<file path="config.mk">
export PLATFORM = sky130hd
export DESIGN_NAME = ssq_seq
export DESIGN_NICKNAME = d
export VERILOG_FILES = /design/src/ssq_pkg.sv /design/src/ssq_seq.sv
export SDC_FILE = /design/constraint.sdc
export NUM_CORES = 1
export LEC_CHECK = 0
export ABC_AREA = 0
export BUFFER_PORTS_ARGS = -buffer_cell sky130_fd_sc_hd__buf_2
export CAP_MARGIN = 25
export CORE_MARGIN = 5
export CORE_UTILIZATION = 30
export CTS_CLUSTER_DIAMETER = 40
export DETAILED_ROUTE_END_ITERATION = 7
export HOLD_SLACK_MARGIN = 0.1
export SLEW_MARGIN = 20
export SYNTH_ARGS = -nofsm -noshare
export SYNTH_HDL_FRONTEND = slang
export SYNTH_SLANG_ARGS = --single-unit
</file>
<file path="constraint.sdc">
create_clock -name i_core_clk -period 7.3 [get_ports i_core_clk]
set_input_delay 1.46 -clock i_core_clk [delete_from_list [all_inputs] [get_ports i_core_clk]]
set_output_delay 1.46 -clock i_core_clk [all_outputs]
set_load 0.01 [all_outputs]
</file>
<file path="src/ssq_pkg.sv">
// Constants, state codes and bus carrier for the stop/wake and reset sequencer.
// Assumes a single 200 MHz core clock and a plain register port.
package ssq_pkg;
  // Register byte offsets.
  localparam logic [3:0] ADDR_CTRL  = 4'h0;
  localparam logic [3:0] ADDR_STAT  = 4'h4;
  localparam logic [3:0] ADDR_MASK  = 4'h8;
  localparam logic [3:0] ADDR_STATE = 4'hC;
  // Control bit positions and reset value.
  localparam int CB_CLE = 0;
  localparam int CB_SFE = 1;
  localparam int CB_SIE = 2;
  localparam int CB_LSS = 3;
  localparam int CB_LCS = 4;
  localparam logic [4:0] CTRL_RST = 5'h03;
  // Status and mask bit positions.
  localparam int SB_SCF  = 0;
  localparam int SB_WAKE = 1;
  localparam int SB_CHK  = 2;
  // Cycle and window counts.
  localparam logic [7:0]  PIN_LOW_CYC = 8'h80;
  localparam logic [7:0]  SYNC_EXTRA  = 8'h03;
  localparam logic [7:0]  SAMPLE_CYC  = 8'h40;
  localparam logic [12:0] WIN_CYC     = 13'h1000;
  localparam logic [5:0]  MAX_WIN     = 6'h32;
  // Synchroniser reset: pin idles high, oscillator fail idles low.
  localparam logic [1:0]  SYNC_RST    = 2'h1;
  typedef enum logic [1:0] {
    VEC_POR  = 2'h0,
    VEC_CLK  = 2'h1,
    VEC_WDOG = 2'h2
  } ssq_vec_t;
  typedef enum logic [3:0] {
    R_IDLE  = 4'h1,
    R_DRIVE = 4'h2,
    R_WAIT  = 4'h4,
    R_HOLD  = 4'h8
  } ssq_rst_t;
  typedef enum logic [3:0] {
    P_RUN    = 4'h1,
    P_PSEUDO = 4'h2,
    P_FULL   = 4'h4,
    P_FCHK   = 4'h8
  } ssq_pwr_t;
  typedef struct packed {
    logic        wr;
    logic        rd;
    logic [3:0]  addr;
    logic [31:0] wdata;
  } ssq_bus_t;
endpackage

</file>
<file path="src/ssq_seq.sv">
// Stop/wake and reset sequencer: reset pin driver, vector choice, clock check.
// Assumes pin and oscillator-fail inputs are asynchronous; others are on-clock.
// Contract
// - Clock loss in light sleep, detect on, fallback off: clock-loss reset at once.
// - Fallback on, irq off: stay asleep, enable regulator and loop, self-clock, flag.
// - Oscillator clean for a full window: leave self-clock, power down, stay asleep.
// - After recovery, wakeup irq exits on crystal clock; external reset starts sequence.
// - No recovery: keep checking; wake exits still in self-clock, checking continues.
// - Fallback and irq on: set flag, wake, exit in self-clock, keep checking.
// - Deep sleep ends only on external interrupt or external reset.
// - External reset in deep sleep: defaults, up to 50 windows, then reset sequence (here defaults load only as the reset sequence starts).
// - Interrupt wake from deep sleep: 50 windows; all fail gives self-clock or reset.
// - Leaving sleep clears loop clock select; software sets it again.
// - Clock loss detection is off in deep sleep.
// - Pin low, power-on, low voltage, watchdog, clock loss without fallback start reset.
// - Reset entry is asynchronous; leaving reset needs the clock (here only i_reset enters asynchronously; other sources enter on a clock edge).
// - Pin driven low 128 cycles plus synchronisation latency, then released.
// - Wait 64 cycles after release, then sample the pin.
// - Pin low: power-on vector after rise; else clock, then watchdog, then power-on.
// - Internal reset holds for the whole sequence, released synchronously.
// - Internal reset holds while the pin is held low beyond the sequence.
// - Loss with irq off sets the flag but does not wake light sleep.
//
// The placing of the registers and the address-and-strobe port were left to the implementer.
`timescale 1ns/1ps
module ssq_seq (
  input  wire logic              i_core_clk,
  input  wire logic              i_reset,
  input  wire ssq_pkg::ssq_bus_t i_bus,
  output logic [31:0]            o_rdata,
  input  wire logic              i_rst_pin,
  output logic                   o_rst_pin_out,
  output logic                   o_rst_pin_oe_n,
  input  wire logic              i_osc_fail,
  input  wire logic              i_wdog_timeout,
  input  wire logic              i_low_volt,
  input  wire logic              i_stop_req,
  input  wire logic              i_wakeup_irq,
  output logic                   o_int_reset,
  output ssq_pkg::ssq_vec_t      o_vector,
  output logic                   o_vector_valid,
  output logic                   o_selfclock_mode,
  output logic                   o_regulator_en,
  output logic                   o_loop_osc_en,
  output logic                   o_loop_clock_sel,
  output logic                   o_stopped,
  output logic                   o_irq
);
  import ssq_pkg::*;

  localparam int A_DRV  = 131;
  localparam int A_WAIT = 63;

  logic [1:0]  s1_q, s2_q, s3_q, f_q;
  logic [4:0]  ctrl_q;
  logic [2:0]  stat_q, mask_q, stat_set;
  ssq_rst_t    rs_q, rs_d;
  ssq_pwr_t    pwr_q, pwr_d;
  logic [7:0]  seq_cnt_q;
  logic [12:0] win_cnt_q;
  logic [5:0]  nwin_q;
  logic        bad_q, scm_q, scm_d, por_q, cm_pend_q, wd_pend_q, ext_pend_q;
  logic        pin_low, osc_bad, loss_det, scm_set, qc_on, win_end, qc_ok;
  logic        fchk_fail, cm_rst_ev, rst_ev, seq_done, in_stop_d;
  ssq_vec_t    vec_d;

  // Three-stage synchroniser; a change counts once stages two and three agree.
  always_ff @(posedge i_core_clk or posedge i_reset) begin
    if (i_reset) begin
      s1_q <= SYNC_RST;
      s2_q <= SYNC_RST;
      s3_q <= SYNC_RST;
      f_q  <= SYNC_RST;
    end else begin
      s1_q <= {i_osc_fail, i_rst_pin};
      s2_q <= s1_q;
      s3_q <= s2_q;
      for (int k = 0; k < 2; k++) begin
        if (s2_q[k] == s3_q[k]) begin
          f_q[k] <= s3_q[k];
        end
      end
    end
  end

  assign pin_low = ~f_q[0];
  assign osc_bad = f_q[1];

  // Clock monitor and clock quality checker.
  assign loss_det  = ctrl_q[CB_CLE] & osc_bad & (pwr_q != P_FULL) & (pwr_q != P_FCHK);
  assign scm_set   = loss_det & ctrl_q[CB_SFE] & ~scm_q;
  assign qc_on     = scm_q | (pwr_q == P_FCHK);
  assign win_end   = qc_on & (win_cnt_q == WIN_CYC - 13'h0001);
  assign qc_ok     = win_end & ~bad_q & ~osc_bad;
  assign fchk_fail = (pwr_q == P_FCHK) & win_end & ~qc_ok & (nwin_q == MAX_WIN - 6'h01);
  assign cm_rst_ev = (loss_det & ~ctrl_q[CB_SFE]) | (fchk_fail & ~ctrl_q[CB_SFE]);
  assign seq_done  = ((rs_q == R_WAIT) & (seq_cnt_q == SAMPLE_CYC - 8'h01) & ~pin_low)
                   | ((rs_q == R_HOLD) & ~pin_low);

  // Reset sources; a pin low in deep sleep waits for the clock check first.
  assign rst_ev = por_q | i_low_volt | i_wdog_timeout | cm_rst_ev
                | (ext_pend_q & (pwr_q == P_FCHK) & (qc_ok | fchk_fail))
                | (pin_low & (rs_q == R_IDLE) & (pwr_q != P_FULL) & (pwr_q != P_FCHK));

  // Window counter: in self-clock a failure restarts the window, in deep-sleep check it sticks.
  always_ff @(posedge i_core_clk or posedge i_reset) begin
    if (i_reset) begin
      win_cnt_q <= '0;
      bad_q     <= 1'b0;
      nwin_q    <= '0;
    end else begin
      if (!qc_on || win_end) begin
        win_cnt_q <= '0;
        bad_q     <= 1'b0;
      end else if (osc_bad && pwr_q != P_FCHK) begin
        win_cnt_q <= '0;
      end else begin
        win_cnt_q <= win_cnt_q + 13'h0001;
        bad_q     <= bad_q | osc_bad;
      end
      if (pwr_q != P_FCHK) begin
        nwin_q <= '0;
      end else if (win_end && !qc_ok) begin
        nwin_q <= nwin_q + 6'h01;
      end
    end
  end

  // Reset generator state machine.
  always_comb begin
    rs_d  = rs_q;
    vec_d = VEC_POR;
    case (rs_q)
      R_IDLE: begin
        if (rst_ev) begin
          rs_d = R_DRIVE;
        end
      end
      R_DRIVE: begin
        if (seq_cnt_q == PIN_LOW_CYC + SYNC_EXTRA - 8'h01) begin
          rs_d = R_WAIT;
        end
      end
      R_WAIT: begin
        if (seq_cnt_q == SAMPLE_CYC - 8'h01) begin
          rs_d = pin_low ? R_HOLD : R_IDLE;
        end
        if (cm_pend_q) begin
          vec_d = VEC_CLK;
        end else if (wd_pend_q) begin
          vec_d = VEC_WDOG;
        end
      end
      R_HOLD: begin
        if (!pin_low) begin
          rs_d = R_IDLE;
        end
      end
      default: rs_d = R_IDLE;
    endcase
  end

  // Reset generator registers; the async reset is power-on entry.
  always_ff @(posedge i_core_clk or posedge i_reset) begin
    if (i_reset) begin
      rs_q           <= R_IDLE;
      seq_cnt_q      <= '0;
      por_q          <= 1'b1;
      o_int_reset    <= 1'b1;
      o_rst_pin_oe_n <= 1'b1;
      o_vector       <= VEC_POR;
      o_vector_valid <= 1'b0;
    end else begin
      rs_q           <= rs_d;
      seq_cnt_q      <= (rs_d != rs_q) ? 8'h00 : seq_cnt_q + 8'h01;
      por_q          <= 1'b0;
      o_rst_pin_oe_n <= (rs_d != R_DRIVE);
      o_vector_valid <= seq_done;
      if (seq_done) begin
        o_vector    <= vec_d;
        o_int_reset <= 1'b0;
      end else if (rst_ev) begin
        o_int_reset <= 1'b1;
      end
    end
  end

  assign o_rst_pin_out = 1'b0;

  // Pending causes; a new event wins over the clear at completion.
  always_ff @(posedge i_core_clk or posedge i_reset) begin
    if (i_reset) begin
      cm_pend_q  <= 1'b0;
      wd_pend_q  <= 1'b0;
      ext_pend_q <= 1'b0;
    end else begin
      cm_pend_q  <= cm_rst_ev | (cm_pend_q & ~seq_done);
      wd_pend_q  <= i_wdog_timeout | (wd_pend_q & ~seq_done);
      if (pwr_q == P_FULL && pin_low) begin
        ext_pend_q <= 1'b1;
      end else if (pwr_q != P_FCHK) begin
        ext_pend_q <= 1'b0;
      end
    end
  end

  // Power state machine.
  always_comb begin
    pwr_d = pwr_q;
    case (pwr_q)
      P_RUN: begin
        if (i_stop_req && !rst_ev && rs_q == R_IDLE) begin
          pwr_d = ctrl_q[CB_LSS] ? P_PSEUDO : P_FULL;
        end
      end
      P_PSEUDO: begin
        if (rst_ev || i_wakeup_irq) begin
          pwr_d = P_RUN;
        end else if (scm_set && ctrl_q[CB_SIE]) begin
          pwr_d = P_RUN;
        end
      end
      P_FULL: begin
        if (i_wakeup_irq || pin_low) begin
          pwr_d = P_FCHK;
        end
      end
      P_FCHK: begin
        if (qc_ok || fchk_fail) begin
          pwr_d = P_RUN;
        end
      end
      default: pwr_d = P_RUN;
    endcase
  end

  assign in_stop_d = (pwr_d != P_RUN);
  assign scm_d = (scm_set | cm_rst_ev | (fchk_fail & ctrl_q[CB_SFE]))
               | (scm_q & ~qc_ok);

  // Clock source and power enables.
  always_ff @(posedge i_core_clk or posedge i_reset) begin
    if (i_reset) begin
      pwr_q            <= P_RUN;
      scm_q            <= 1'b0;
      o_selfclock_mode <= 1'b0;
      o_regulator_en   <= 1'b1;
      o_loop_osc_en    <= 1'b0;
      o_stopped        <= 1'b0;
    end else begin
      pwr_q            <= pwr_d;
      scm_q            <= scm_d;
      o_selfclock_mode <= scm_d;
      o_regulator_en   <= ~in_stop_d | scm_d;
      o_loop_osc_en    <= scm_d | (~in_stop_d & ctrl_q[CB_LCS] & (pwr_q == P_RUN));
      o_stopped        <= in_stop_d;
    end
  end

  // Control register; any reset event restores its defaults.
  // The loop clock select output is a twin flop, so it changes in the same cycle as the bit.
  always_ff @(posedge i_core_clk or posedge i_reset) begin
    if (i_reset) begin
      ctrl_q           <= CTRL_RST;
      o_loop_clock_sel <= CTRL_RST[CB_LCS];
    end else if (rst_ev) begin
      ctrl_q           <= CTRL_RST;
      o_loop_clock_sel <= CTRL_RST[CB_LCS];
    end else begin
      if (i_bus.wr && i_bus.addr == ADDR_CTRL) begin
        ctrl_q           <= i_bus.wdata[4:0];
        o_loop_clock_sel <= i_bus.wdata[CB_LCS];
      end
      if (pwr_q != P_RUN && pwr_d == P_RUN) begin
        ctrl_q[CB_LCS]   <= 1'b0;
        o_loop_clock_sel <= 1'b0;
      end
    end
  end

  // Sticky status, mask and interrupt; a set wins over a write-one clear.
  assign stat_set[SB_SCF]  = scm_d != scm_q;
  assign stat_set[SB_WAKE] = (pwr_q != P_RUN) & (pwr_d == P_RUN);
  assign stat_set[SB_CHK]  = qc_ok;

  always_ff @(posedge i_core_clk or posedge i_reset) begin
    if (i_reset) begin
      stat_q <= '0;
      mask_q <= '0;
      o_irq  <= 1'b0;
    end else begin
      if (i_bus.wr && i_bus.addr == ADDR_STAT) begin
        stat_q <= (stat_q & ~i_bus.wdata[2:0]) | stat_set;
      end else begin
        stat_q <= stat_q | stat_set;
      end
      if (i_bus.wr && i_bus.addr == ADDR_MASK) begin
        mask_q <= i_bus.wdata[2:0];
      end
      o_irq <= |(stat_q & mask_q);
    end
  end

  // Read port; unmapped addresses read zero.
  always_ff @(posedge i_core_clk or posedge i_reset) begin
    if (i_reset) begin
      o_rdata <= '0;
    end else if (i_bus.rd) begin
      case (i_bus.addr)
        ADDR_CTRL:  o_rdata <= {27'h000_0000, ctrl_q};
        ADDR_STAT:  o_rdata <= {29'h0000_0000, stat_q};
        ADDR_MASK:  o_rdata <= {29'h0000_0000, mask_q};
        ADDR_STATE: o_rdata <= {20'h0_0000, o_vector, pwr_q, rs_q, scm_q, o_int_reset};
        default:    o_rdata <= '0;
      endcase
    end else begin
      o_rdata <= '0;
    end
  end
endmodule

</file>
# Word-level counts from Yosys, hierarchy flattened
# Index checks and enable logic that the tools add are counted.
# word_totals
ff_bits,102
# classes
add_sub_neg,3
bitwise,58
n_reduce_logical,24
n_eq_ne,26
muxes,36
# ops
op,count
$pmux W12 S4,1
$mux W4,10
$mux W32,1
$pmux W4 S4,2
$and A1 B1 Y1,28
$mux W13,2
$or A1 B1 Y1,17
$eq A4 B4 Y1 const B,4
$add A13 B1 Y13 const B,1
$eq A13 B12 Y1 const B,1
$eq A4 B1 Y1 const B,3
$eq A4 B3 Y1 const B,3
$mux W6,2
$logic_and A1 B1 Y1,10
$mux W1,10
$mux W5,2
$add A8 B1 Y8 const B,1
$eq A4 B2 Y1 const B,2
$eq A8 B6 Y1 const B,1
$eq A8 B8 Y1 const B,1
$mux W8,1
$ne A4 B1 Y1 const B,2
$not A1 Y1,8
$reduce_bool A2 Y1,4
19 further kinds,30

# Longest topological paths before layout
# depth
word_depth,23
ltp_mapped,9
depth_no_buf,8

# Worst setup path before layout
# OpenSTA, ideal clock, no wires.
# synth_path
path_kind,in2reg
start,in i_low_volt
end,reg o_loop_osc_en
setup_slack_ns,4.249
stages,6
arrival_ns,2.915
setup_ns,0.136
path_cell_list,or3_1 a311o_1 or3_4 buf_6 o311ai_1 nand2_1
# synth_between
elab_chain_len,15
# synth_lines
element,line,text
"start, declared",ssq_seq.sv:36,"input wire logic i_low_volt,"
$or A1 B1 Y1 * (3 in series),ssq_seq.sv:101,assign rst_ev = por_q | i_low_volt | i_wdog_timeout | cm_rst_ev
$or A1 B1 Y1 *,ssq_seq.sv:102,| (ext_pend_q & (pwr_q == P_FCHK) & (qc_ok | fchk_fail))
$or A1 B1 Y1 *,ssq_seq.sv:103,| (pin_low & (rs_q == R_IDLE) & (pwr_q != P_FULL) & (pwr_q != P_FCHK));
$logic_not A1 Y1,ssq_seq.sv:212,if (i_stop_req && !rst_ev && rs_q == R_IDLE) begin
$logic_and A1 B1 Y1 (2 in series),ssq_seq.sv:212,
$mux W4,ssq_seq.sv:212,
$pmux W4 S4 *,ssq_seq.sv:210,case (pwr_q)
$ne A4 B1 Y1 *,ssq_seq.sv:237,assign in_stop_d = (pwr_d != P_RUN);
$not A1 Y1 *,ssq_seq.sv:255,o_loop_osc_en <= scm_d | (~in_stop_d & ctrl_q[CB_LCS] & (pwr_q == P_RUN));
$and A1 B1 Y1 * (2 in series),ssq_seq.sv:255,
$or A1 B1 Y1 *,ssq_seq.sv:255,
"end signal, assigned",ssq_seq.sv:255,
"end, declared",ssq_seq.sv:44,"output logic o_loop_osc_en,"
# Mark *: on every way between the ends. The rest lies on a longest branch, timed or not.
# A chain may end at the register's enable or synchronous reset.

# Final worst setup path
# layout_path
start,in i_low_volt
end,reg seq_cnt_q[4]
# layout_between
elab_chain_len,9
# layout_lines
element,line,text
$or A1 B1 Y1 (3 in series),ssq_seq.sv:101,
$or A1 B1 Y1,ssq_seq.sv:102,
$or A1 B1 Y1,ssq_seq.sv:103,
$mux W4,ssq_seq.sv:135,if (rst_ev) begin
$pmux W4 S4,ssq_seq.sv:133,case (rs_q)
$ne A4 B4 Y1,ssq_seq.sv:175,seq_cnt_q <= (rs_d != rs_q) ? 8'h00 : seq_cnt_q + 8'h01;
$mux W8,ssq_seq.sv:175,
"end signal, assigned",ssq_seq.sv:175,
"end, declared",ssq_seq.sv:59,logic [7:0] seq_cnt_q;
# No other way between the ends.

==> flow_summary.toml <==
[run_status]
outcome = "finished clean"

[floorplanning]
die-area_um2 = 15410
die_y_um = 124.1
coreArea_um2 = 12720
start_util = 0.3072
pin_count = 90
die_width_um = 124.1
rows = 41

[setup_path]
cp.buffers_inverters = 1
rr_endpoint = "o_vector[0]"
crit_family = "simple AND/OR/NAND/NOR gates"
crit_arrival_ps = 3260
cpMaxStageDelayCell = "or3_4"
start_kind = "primary input"
reg2reg_depth = 6
critPathKind = "primary input to register"
rrSetupSlack_ps = 4890
end_kind = "register"
crit_chain = "buf_2 > or3_1 > a311o_1 > or3_4 > a211o_4 > nor2_2"
cp_max_fo = 13
critPathRequiredTime_ps = 7560
critical-path-max-stage-delay_ps = 470
r2r_start = "seq_cnt_q[0]"

[grt]
grt_usage = 0.1085
first_global_vias = 2766
antenna_found_initial = 0
grt_first_pass_wirelength_mm = 13.28
grt_max_degree = 82
grt_remaining_overflow = 0

[timing]
hold_slack_ps = 351.9
tightest_slew_ps = 765.2
setup_viol = 0
finalClockSkew_ps = 6.388
slew_headroom = 0.4851
rsz0062_at_grt = "no"
drv_slew = 0
setup_tns_ps = 0
setup_slack_ps = 4300
hold_viol = 0
max_freq_mhz = 333.4
period_share = 0.4109
finalCriticalPeriod_ps = 3000

[yosys]
synthFlopType = "dfrtp_1"
synth.area.mux_share = 0.03617
synth_compound_area_frac = 0.09283
syn_area_per_cell_um2 = 10.51
synth_top_cell_area_share = 0.4417
ys_seq_area_frac = 0.5224
async_flop_share = 1.000
yosysTopAreaCell = "dfrtp_1"
synth_area_leaders = "dfrtp_1, dfstp_2, buf_4"
syn_inst = 372
synth_area_um2 = 3909
synth_top_family_by_area = "simple AND/OR/NAND/NOR gates"
synth_edf_count = 0
yosys.area_share.simple = 0.2081
synth_fa_ha_area_frac = 0.02113
synth_seq_cells = 81
synth_xor_area_frac = 0.04673
yosys_warnings = 0
synth.distinct_cells = 62

[finish]
drive_gt1_frac = 0.2315
final_area_um2 = 4488
synthToLayoutAreaGrowth_pct = 14.82
n_antenna_cell = 0
nNetsFinal = 465

[clock_tree]
ctsHoldBuffers = 0
root_buffer = "clkbuf_16"
h-tree-depth = 3
cts_sinks = 81
clock_path_buffers = 2
cts-resized-gates = 0
cts_tree = "built"
clock_latency_ps = 330
cts_setup_buffers = 0
clkTransAtPathRegs_ps = 60
numCtsBuffers = 9

[detailed_routing]
drtIter0Drc = 192
drtPass1Iterations = 4
postRouteAntennaNets = 0
drc = 0
route.vias.total = 2725
routed_wl_mm = 7.817
routed_via_density = 4.611
wl_per_cell_um = 13.23

[pwr]
p_sw_frac = 0.2287
power_frac_comb = 0.064
p_per_area_nw_per_um2 = 213.4
p_int_mw = 0.7387
leakage_nw = 2.013
power_mw = 0.9578
ir_drop_v = 0.0001164
power_frac_clock = 0.434
power_switching_mw = 0.2191
seq_power_share = 0.502

[worst_hold_path]
worstHoldPathType = "register to register"
hp-start = "s1_q[1]"
hold_depth = 0
hold_end = "s2_q[1]"

[job]
maxCapViolCount = 0

[placement]
portBuffers = 41
gp_congestion = 0.7952
placed_area_um2 = 4200
dp_slack_ps = 3949
dpl.hpwl_mm = 5.721
## flip-flops by register name, indices dropped and copies added (netlist names), 4 cells and up
| signal | count |
|---|---|
| seq_cnt_q | 8 |
| win_cnt_q | 13 |
| ctrl_q | 4 |
| rs_q | 4 |
| nwin_q | 6 |
| pwr_q | 4 |
| o_rdata | 12 |
## Yosys cell counts, drive strengths merged, types with 6 or more instances
library cell	count
inv	15
o21ai	13
dfrtp	69
clkbuf	7
xor2	11
a21oi	14
buf	26
nand2	29
nand3	14
xnor2	9
nor2b	8
dfstp	12
nor4	7
nor2	50
nor3	6
and2	10
## through the flow
step | cells | util
2_1_floorplan | 393 | -
6_report | 591 | 0.3528
5_1_grt | 591 | 0.3528
3_3_place_gp | 575 | 0.3302
4_1_cts | 591 | 0.3525
3_5_place_dp | 575 | 0.3302
## routing by layer
metal | global-route usage | wire, um
met1 | 0.1399 | 3500
met3 | 0.03406 | 531
met4 | 0.03559 | 129
met2 | 0.1736 | 3656
met5 | 0 | 0
## cells by family (layout without fill, tap and decap cells)
family / count (synthesis) / count (layout)
simple gates: 151 / 151
flops: 81 / 81
compound gates: 54 / 54
buf+inv: 48 / 74
xor+xnor: 20 / 20
mux: 10 / 10
fa+ha+maj: 7 / 7
other cells: 1 / 22
## power groups by stage
stage	registers [mW]	clock network (mW)	logic (mW)
global placement	0.488	0	0.0606
finish	0.481	0.416	0.0610
floorplan	0.485	0	0.0506
detailed placement	0.488	0	0.0616
CTS	0.480	0.430	0.0620
global route	0.482	0.447	0.0715
## area by class of cell
type                            instances  area, um2
Timing Repair Buffer                   43      224.0
Fill cell                            1306       8234
Multi-Input combinational cell        264       1665
Tap cell                              172      215.2
Clock buffer                           12      256.5
Sequential cell                        81       2042
Clock inverter                          4      27.53
Inverter                               15      57.56
## worst reg2reg max path, cell delays in order (launching register included)
cell and delay (ps):
dfrtp_1 420, ha_1 220, nand3_1 160, nor4_2 450, a21oi_1 140, or4_1 580
mux2_2 330
## cell usage in the layout (no fill, tap or decap), types with 4 or more instances in the layout
| cell | synthesis | layout |
|---|---|---|
| ha_1 | 5 | 5 |
| nor3_1 | 6 | 6 |
| nor2b_1 | 8 | 8 |
| a21oi_1 | 14 | 14 |
| nand2_1 | 29 | 29 |
| xnor2_1 | 9 | 9 |
| mux2i_1 | 4 | 4 |
| clkbuf_16 | 0 | 9 |
| xor2_1 | 10 | 10 |
| conb_1 | 1 | 22 |
| o21ai_0 | 13 | 13 |
| buf_2 | 2 | 41 |
| nand3_1 | 14 | 14 |
| inv_1 | 15 | 14 |
| dfrtp_1 | 69 | 69 |
| nor2_1 | 41 | 41 |
| and2_1 | 10 | 10 |
| nor4_1 | 5 | 5 |
| nor2_2 | 9 | 9 |
| nand4_1 | 4 | 4 |
| dfstp_2 | 12 | 12 |
| and3_1 | 5 | 5 |
## how the worst max path moves through the flow
stage	from	to	depth (start not counted)	slack, ps
floorplan	i_reset	bad_q	1	3780
global placement	i_low_volt	seq_cnt_q[5]	6	3960
detailed placement	i_low_volt	seq_cnt_q[4]	6	3950
CTS	i_low_volt	seq_cnt_q[4]	6	4300
global route	i_low_volt	seq_cnt_q[4]	6	4250
finish	i_low_volt	seq_cnt_q[4]	6	4300
Note: power is estimated with default switching activity, not from simulation.
